<file path="config.mk">
export PLATFORM = sky130hd
export DESIGN_NAME = remote_target_address_remap
export DESIGN_NICKNAME = d
export VERILOG_FILES = /design/src/rtl/remap_pkg.sv /design/src/rtl/remote_target_address_remap.sv
export SDC_FILE = /design/constraint.sdc
export NUM_CORES = 1
export LEC_CHECK = 0
export BUFFER_PORTS_ARGS = -buffer_cell sky130_fd_sc_hd__buf_2
export CELL_PAD_IN_SITES_DETAIL_PLACEMENT = 0
export CELL_PAD_IN_SITES_GLOBAL_PLACEMENT = 1
export CORE_MARGIN = 2
export CORE_UTILIZATION = 50
export CTS_CLUSTER_DIAMETER = 80
export DETAILED_ROUTE_END_ITERATION = 10
export PLACE_DENSITY_LB_ADDON = 0.15
export SLEW_MARGIN = 20
export SYNTH_ARGS = -nofsm -noshare
export SYNTH_HDL_FRONTEND = slang
export SYNTH_SLANG_ARGS = --single-unit
</file>
<file path="constraint.sdc">
create_clock -name clk -period 11.84 [get_ports clk]
set_clock_uncertainty 0.05 [all_clocks]
set_input_delay 1.776 -clock clk [delete_from_list [all_inputs] [get_ports clk]]
set_output_delay 1.776 -clock clk [all_outputs]
set_load 0.02 [all_outputs]
</file>
<file path="src/rtl/remap_pkg.sv">
package remap_pkg;

  // ----------------------------------------------------------------
  // Register map
  // ----------------------------------------------------------------
  localparam logic [7:0] PHYS_ADDR_4_OFF  = 8'h61;
  localparam logic [7:0] PHYS_ADDR_5_OFF  = 8'h62;
  localparam logic [7:0] PHYS_ADDR_6_OFF  = 8'h63;
  localparam logic [7:0] PHYS_ADDR_7_OFF  = 8'h64;
  localparam logic [7:0] ALIAS_ADDR_4_OFF = 8'h69;
  localparam logic [7:0] ALIAS_ADDR_7_OFF = 8'h6C;

  // ----------------------------------------------------------------
  // Field layout and sizes
  // ----------------------------------------------------------------
  localparam int         ADDR_MSB     = 7;
  localparam int         ADDR_LSB     = 1;
  localparam int         AUTO_ACK_BIT = 0;
  localparam int         NUM_PORTS    = 4;
  localparam int         NUM_ENTRIES  = 4;
  localparam logic [2:0] FIRST_ENTRY  = 3'h4;
  localparam logic [6:0] ADDR_RESET   = 7'h00;
  localparam logic [6:0] ALIAS_OFF    = 7'h00;
  localparam logic [7:0] DATA_RESET   = 8'h00;

  // ----------------------------------------------------------------
  // Carriers
  // ----------------------------------------------------------------
  typedef struct packed {
    logic       valid;
    logic       write;
    logic [6:0] addr;
  } xlat_req_t;

  typedef struct packed {
    logic       valid;
    logic       hit;
    logic [1:0] port;
    logic [2:0] entry;
    logic [6:0] addr;
    logic       auto_ack;
  } xlat_rsp_t;

  typedef struct packed {
    logic       wr;
    logic       rd;
    logic [7:0] addr;
    logic [7:0] wdata;
  } reg_req_t;

endpackage

</file>
<file path="src/rtl/remote_target_address_remap.sv">
`timescale 1ns/1ps

// Overview of operation
// - Entries 4-7 hold RW 7-bit address, reset zero.
// - Alias match substitutes stored address, then forwards.
// - Port select chooses which receive port's copy.
// - Physical entries 4-7 sit at 0x61-0x64.
// - Compare against alias; zero alias disables entry.
// - Auto-ack bit acknowledges every write to target.
module remote_target_address_remap (
  // Clock and reset
  input  wire logic                 clk,
  input  wire logic                 rst,
  // Register access from the local control decoder
  input  wire remap_pkg::reg_req_t  reg_req,
  input  wire logic [1:0]           port_sel,
  output logic [7:0]                reg_rdata_r,
  output logic                      reg_hit_r,
  // Address translation toward the back control channel
  input  wire remap_pkg::xlat_req_t xlat_req,
  output remap_pkg::xlat_rsp_t      xlat_rsp_r
);

  // ----------------------------------------------------------------
  // Decode helpers
  // ----------------------------------------------------------------
  // Physical entry offsets are contiguous, so one subtraction gives the slot.
  function automatic logic [2:0] phys_slot(input logic [7:0] a);
    logic [7:0] d;
    d = a - remap_pkg::PHYS_ADDR_4_OFF;
    phys_slot = {(a >= remap_pkg::PHYS_ADDR_4_OFF) && (a <= remap_pkg::PHYS_ADDR_7_OFF), d[1:0]};
  endfunction

  function automatic logic [2:0] alias_slot(input logic [7:0] a);
    logic [7:0] d;
    d = a - remap_pkg::ALIAS_ADDR_4_OFF;
    alias_slot = {(a >= remap_pkg::ALIAS_ADDR_4_OFF) && (a <= remap_pkg::ALIAS_ADDR_7_OFF),
                  d[1:0]};
  endfunction

  // ----------------------------------------------------------------
  // Per-port tables
  // ----------------------------------------------------------------
  logic [6:0] phys_r    [remap_pkg::NUM_PORTS][remap_pkg::NUM_ENTRIES];
  logic [6:0] phys_nxt  [remap_pkg::NUM_PORTS][remap_pkg::NUM_ENTRIES];
  logic [7:0] alias_r   [remap_pkg::NUM_PORTS][remap_pkg::NUM_ENTRIES];
  logic [7:0] alias_nxt [remap_pkg::NUM_PORTS][remap_pkg::NUM_ENTRIES];
  logic [7:0] rdata_nxt;
  logic       hit_nxt;
  logic [2:0] wr_phys;
  logic [2:0] wr_alias;
  logic [2:0] rd_phys;
  logic [2:0] rd_alias;

  assign wr_phys  = phys_slot(reg_req.addr);
  assign wr_alias = alias_slot(reg_req.addr);
  assign rd_phys  = wr_phys;
  assign rd_alias = wr_alias;

  // Writes only reach the copy of the port chosen by port select.
  always_comb begin
    phys_nxt  = phys_r;
    alias_nxt = alias_r;
    if (reg_req.wr && wr_phys[2]) begin
      phys_nxt[port_sel][wr_phys[1:0]] =
        reg_req.wdata[remap_pkg::ADDR_MSB:remap_pkg::ADDR_LSB];
    end
    if (reg_req.wr && wr_alias[2]) begin
      alias_nxt[port_sel][wr_alias[1:0]] = reg_req.wdata;
    end
  end

  // Read data is registered; bit 0 of a physical entry is never stored.
  always_comb begin
    rdata_nxt = reg_rdata_r;
    hit_nxt   = 1'b0;
    if (reg_req.rd) begin
      rdata_nxt = remap_pkg::DATA_RESET;
      if (rd_phys[2]) begin
        rdata_nxt = {phys_r[port_sel][rd_phys[1:0]], 1'b0};
        hit_nxt   = 1'b1;
      end else if (rd_alias[2]) begin
        rdata_nxt = alias_r[port_sel][rd_alias[1:0]];
        hit_nxt   = 1'b1;
      end
    end
  end

  // Every copy of every port clears together; software must reprogram all
  // four tables after a reset, since no copy survives it.
  always_ff @(posedge clk or posedge rst) begin
    if (rst) begin
      for (int p = 0; p < remap_pkg::NUM_PORTS; p++) begin
        for (int e = 0; e < remap_pkg::NUM_ENTRIES; e++) begin
          phys_r[p][e]  <= remap_pkg::ADDR_RESET;
          alias_r[p][e] <= remap_pkg::DATA_RESET;
        end
      end
      reg_rdata_r <= remap_pkg::DATA_RESET;
      reg_hit_r   <= 1'b0;
    end else begin
      phys_r      <= phys_nxt;
      alias_r     <= alias_nxt;
      reg_rdata_r <= rdata_nxt;
      reg_hit_r   <= hit_nxt;
    end
  end

  // ----------------------------------------------------------------
  // Alias match and substitution
  // ----------------------------------------------------------------
  // The scan runs from the highest slot down so the lowest port and entry
  // win when software has programmed the same alias twice.
  remap_pkg::xlat_rsp_t rsp_nxt;

  always_comb begin
    rsp_nxt       = '0;
    rsp_nxt.valid = xlat_req.valid;
    for (int p = remap_pkg::NUM_PORTS - 1; p >= 0; p--) begin
      for (int e = remap_pkg::NUM_ENTRIES - 1; e >= 0; e--) begin
        if (xlat_req.valid &&
            alias_r[p][e][remap_pkg::ADDR_MSB:remap_pkg::ADDR_LSB] != remap_pkg::ALIAS_OFF &&
            alias_r[p][e][remap_pkg::ADDR_MSB:remap_pkg::ADDR_LSB] == xlat_req.addr) begin
          rsp_nxt.hit      = 1'b1;
          rsp_nxt.port     = p[1:0];
          rsp_nxt.entry    = remap_pkg::FIRST_ENTRY + 3'(e);
          rsp_nxt.addr     = phys_r[p][e];
          rsp_nxt.auto_ack = xlat_req.write &&
                             alias_r[p][e][remap_pkg::AUTO_ACK_BIT];
        end
      end
    end
  end

  // The answer is registered so the channel side sees a clean one-cycle
  // pulse, at the cost of one cycle of lookup latency.
  always_ff @(posedge clk or posedge rst) begin
    if (rst) begin
      xlat_rsp_r <= '0;
    end else begin
      xlat_rsp_r <= rsp_nxt;
    end
  end

  // ----------------------------------------------------------------
  // Checks
  // ----------------------------------------------------------------
  // Checks that compare a lookup answer with the tables look one cycle back, so
  // they step aside for a register write in that cycle: the answer was built
  // from the old contents while the tables already hold the new ones.
  a_phys_write_lands: assert property (@(posedge clk) disable iff (rst)
    (reg_req.wr && wr_phys[2]) |=>
      phys_r[$past(port_sel)][$past(wr_phys[1:0])] == $past(reg_req.wdata[7:1]))
    else $error("Physical entry write was not stored.");

  a_forward_substitutes: assert property (@(posedge clk) disable iff (rst)
    xlat_rsp_r.hit |-> xlat_rsp_r.valid && $past(xlat_req.valid) &&
      ($past(reg_req.wr) ||
       xlat_rsp_r.addr == phys_r[xlat_rsp_r.port][xlat_rsp_r.entry[1:0]]))
    else $error("Forwarded address is not the stored physical address.");

  a_port_isolated: assert property (@(posedge clk) disable iff (rst)
    (reg_req.wr && wr_phys[2]) |=>
      phys_r[$past(port_sel) + 2'h1][$past(wr_phys[1:0])] ==
        $past(phys_r[port_sel + 2'h1][wr_phys[1:0]]))
    else $error("Write reached a port that was not selected.");

  a_offset_decode: assert property (@(posedge clk) disable iff (rst)
    (reg_req.rd && reg_req.addr == remap_pkg::PHYS_ADDR_6_OFF) |=>
      reg_hit_r && reg_rdata_r[7:1] == phys_r[$past(port_sel)][2])
    else $error("Entry 6 not decoded at its offset.");

  a_zero_alias_off: assert property (@(posedge clk) disable iff (rst)
    xlat_rsp_r.hit |-> $past(xlat_req.addr) != remap_pkg::ALIAS_OFF)
    else $error("Zero alias produced a match.");

  a_auto_ack_write: assert property (@(posedge clk) disable iff (rst)
    xlat_rsp_r.auto_ack |-> xlat_rsp_r.hit && $past(xlat_req.write))
    else $error("Auto acknowledge given outside a matched write.");

  a_reserved_zero: assert property (@(posedge clk) disable iff (rst)
    (reg_req.rd && rd_phys[2]) |=> reg_rdata_r[0] == 1'b0)
    else $error("Reserved bit read back as one.");

  a_miss_quiet: assert property (@(posedge clk) disable iff (rst)
    (xlat_req.valid ##1 !xlat_rsp_r.hit) |->
      xlat_rsp_r.valid && !xlat_rsp_r.auto_ack && xlat_rsp_r.addr == 7'h00)
    else $error("Missed lookup carried an address or an acknowledge.");

  a_valid_follows: assert property (@(posedge clk) disable iff (rst)
    xlat_rsp_r.valid == $past(xlat_req.valid))
    else $error("Lookup answer did not follow its request by one cycle.");

  a_match_is_alias: assert property (@(posedge clk) disable iff (rst)
    (xlat_rsp_r.hit && !$past(reg_req.wr)) |->
      alias_r[xlat_rsp_r.port][xlat_rsp_r.entry[1:0]][7:1] == $past(xlat_req.addr))
    else $error("Matched entry does not hold the requested alias.");

  a_alias_write_lands: assert property (@(posedge clk) disable iff (rst)
    (reg_req.wr && wr_alias[2]) |=>
      alias_r[$past(port_sel)][$past(wr_alias[1:0])] == $past(reg_req.wdata))
    else $error("Alias entry write was not stored.");

  a_auto_ack_given: assert property (@(posedge clk) disable iff (rst)
    (xlat_rsp_r.hit && $past(xlat_req.write) && !$past(reg_req.wr)) |->
      xlat_rsp_r.auto_ack == alias_r[xlat_rsp_r.port][xlat_rsp_r.entry[1:0]][0])
    else $error("Auto acknowledge does not follow the matched entry.");

  a_phys_readback: assert property (@(posedge clk) disable iff (rst)
    (reg_req.rd && rd_phys[2]) |=>
      reg_rdata_r[7:1] == $past(phys_r[port_sel][rd_phys[1:0]]))
    else $error("Physical entry read returned another value.");

  a_hit_needs_read: assert property (@(posedge clk) disable iff (rst)
    reg_hit_r |-> $past(reg_req.rd))
    else $error("Register hit given without a read.");

  a_unmapped_quiet: assert property (@(posedge clk) disable iff (rst)
    (reg_req.rd && !rd_phys[2] && !rd_alias[2]) |=> !reg_hit_r && reg_rdata_r == 8'h00)
    else $error("Unmapped read was answered.");

endmodule // remote_target_address_remap

</file>
==> out/metrics.cfg <==
[drt]
viasPerCell=6.54
vias=10600
drc=0
firstDrtPassIters=8
wl_per_cell_um=29.0
ant_nets=0
drtIter0Drc=1202
wirelength_um=47000

[global_route]
antenna_found_initial=5
grt_use_total_pct=30.9
grt_max_degree=139
grt-ovfl-total=0
grt_pass1_vias=10500
grt_pass1_wl_um=71000

[floorplan]
rows=63
die-width_um=176
ios=55
start_util_pct=50.4
core_sq_um=29400
dieArea_sq_um=31000
die_height_um=176

[sta]
fin_crit_ns=4.43
finalMaxSlewViolations=0
timing.slew.headroom_pct=29.9
fmax_mhz=226
grt_setup_unrepaired=no
fin_crit_sh_pct=37.4
setup_violations=0
finalHoldViolations=0
hold-worst-slack_ns=0.474
worst_pin_slew_ns=1.05
setup_tns_ns=0

[cells_and_area]
regArea_sq_um=6580
syn_to_final_growth_pct=9.46
drive_gt1_share_pct=35.5
multi_input_area_sq_um=7680
fillers=2496
final_cell_area_sq_um=16200
nNetsFinal=1244

[critical_path]
cpPeakStageDelay_ns=0.67
cp-start-kind=primary input
critical_path.top_delay_family=simple AND/OR/NAND/NOR gates
cp_slowest_cell=nor2_1
critPathRequiredTime_ns=12.24
crit_arrival_ns=4.83
path_cells=buf_2, inv_1, ha_1, nor3b_1, nor3_1, nand2_1, nor2_1, nand2_1, nor2_1, mux2_2
path_class=in2reg
crit_path_end_kind=register
worstPathBufferInverterCount=2
path_max_fanout=18

[clock_tree]
h-tree-depth=1
tritoncts=yes
cts_buffer_depth=3
clk_latency_ns=0.57
cts-root-buf=clkbuf_16
path_clk_slew_ns=0.06
cts.sinks=263
postCtsHoldBufs=0
cts_resized=0
postCtsSetupBuffers=0
cts_buffers=30

[job]
cap_viol_max_count=0

[synth]
yosys.area.top_type_share_pct=44.4
avgSynthCellArea_sq_um=12.4
yosys_warnings=0
yosys_register_bits=263
ys.flop_type=dfrtp_1
synth_edf_count=0
syn-cell-area_sq_um=14800
synthArstFlopShare_pct=100
synth_cells=1196
synthesis.nets=1232
synth_top_cell_by_area=dfrtp_1
synth.distinct_cells=65
synth_area_leaders=dfrtp_1 44%, mux2_2 17%, mux4_2 11%, xnor2_1 4.3%, xor2_1 2.1%
seq_area_frac_synth_pct=44.4

[power]
ir_drop_uv=118
p_clk_share_pct=46.7
intPower_uw=1540
p_switching_uw=506
p_leak_uw=0.00759
power_uw=2050
p_seq_share_pct=45.6
pwr-share-comb_pct=7.7
swShare_pct=24.7
pwr_density_cell_nw_per_um2=126

[hold_path]
hold_path_class=reg2reg

[place]
place_congestion=1.00
io_buffers=54
dpl-instance-area_sq_um=15200
hpwl_um=32200

[outcome]
status=finished, final reports clean

synth_stat cells (13+ instances only):
| library cell | instances |
|---|---|
| dfrtp_1 | 263 |
| mux2_2 | 227 |
| nor2_1 | 76 |
| mux4_2 | 74 |
| xnor2_1 | 72 |
| nand2_1 | 57 |
| clkbuf_1 | 36 |
| xor2_1 | 35 |
| inv_1 | 28 |
| o22ai_1 | 26 |
| buf_2 | 21 |
| o21ai_0 | 21 |
| nor3_1 | 19 |
| a21oi_1 | 17 |
| a221oi_1 | 17 |
| and3_1 | 17 |
| nand4_1 | 15 |
| nor4_1 | 15 |
| nand2b_1 | 13 |
| nand3_1 | 13 |
routing by layer:
metal	share of wire, %	wire (um)	global-route usage, %
met3	8.9	4180	5.06
met4	2.8	1320	8.88
met2	43	20100	44.4
met5	0.17	79	0
met1	45	21300	48.3
path summary, 6_finish.rpt:
path / from / to / slack (ns) / depth (start not counted)
setup / recovery: reg_req[8] / phys_r[24] / 7.41 / 10
hold / removal: reg_rdata_r[1] / reg_rdata_r[1] / 0.47 / 2
setup reg to reg: alias_r[113] / xlat_rsp_r[0] / 8.61 / 8
hold reg to reg: reg_rdata_r[1] / reg_rdata_r[1] / 0.47 / 2
max in group asynchronous: rst / phys_r[51] / 8.96 / 3
min in group asynchronous: rst / alias_r[103] / 1.37 / 2
cell families (layout without fill, tap and decap cells):
logic type                 after synthesis  after routing  share of synthesized area [%]
DFF                                    263            263                           44.4
adders and majority gates                5              5                          0.422
and+or+nand+nor                        266            266                           9.41
xor gates and xnor gates               107            107                           6.32
AOI/OAI and AO/OA                      133            133                           6.37
buffers and inverters                  111            143                           3.77
other                                    0              2                              0
muxes                                  311            311                           29.3
cell usage in the layout (no fill, tap or decap), types with 6 or more instances in the layout:
master       n
o22ai_1     26
a21oi_1     17
xor2_1      35
buf_4       11
clkinv_2     6
nand4_1     15
mux4_2      74
nand2b_1    13
nor4_1      15
clkbuf_16   30
mux2_2     227
inv_1       27
or4_1        8
nor2_1      76
and3_1      17
nor3_2       6
o21ai_0     21
mux2i_1      7
xnor2_1     72
buf_2       52
a221oi_1    17
nand2_1     57
nand3_1     13
nor3_1      19
o221ai_1     8
dfrtp_1    263
a211oi_1     9
sequential cells by signal, summed over array words and instances (netlist names):
| register | cells |
|---|---|
| reg_rdata_r | 8 |
| phys_r | 112 |
| alias_r | 128 |
| xlat_rsp_r | 14 |
| reg_hit_r | 1 |
power by group through the flow:
stage	clock network (uW)	logic [uW]	registers (uW)
6_report	957	158	933
5_1_grt	1010	170	934
4_1_cts	974	158	932
3_5_place_dp	0	157	948
3_3_place_gp	0	156	948
2_1_floorplan	0	116	942
area by class of cell:
type,instances,area share (%)
Antenna cell,2,0.0309
Clock buffer,36,4.95
Multi-Input combinational cell,822,47.3
Inverter,28,0.694
Sequential cell,263,40.6
Tap cell,390,3.01
Timing Repair Buffer,63,2.11
Clock inverter,16,1.28
worst min-delay path: stages (launching register included):
cell and delay [ns]:
dfrtp_1 0.37, inv_1 0.05, o22ai_1 0.06
through the flow:
stage	setup slack [ns]	cells	utilization (%)
after floorplan	2.77	1196	-
after global placement	6.98	1566	51.7
after detailed placement	6.88	1566	51.7
after CTS	7.49	1618	55.1
after global routing	7.14	1619	55.2
final	7.41	1620	55.2
No activity file was read; power rests on OpenSTA's default activity.
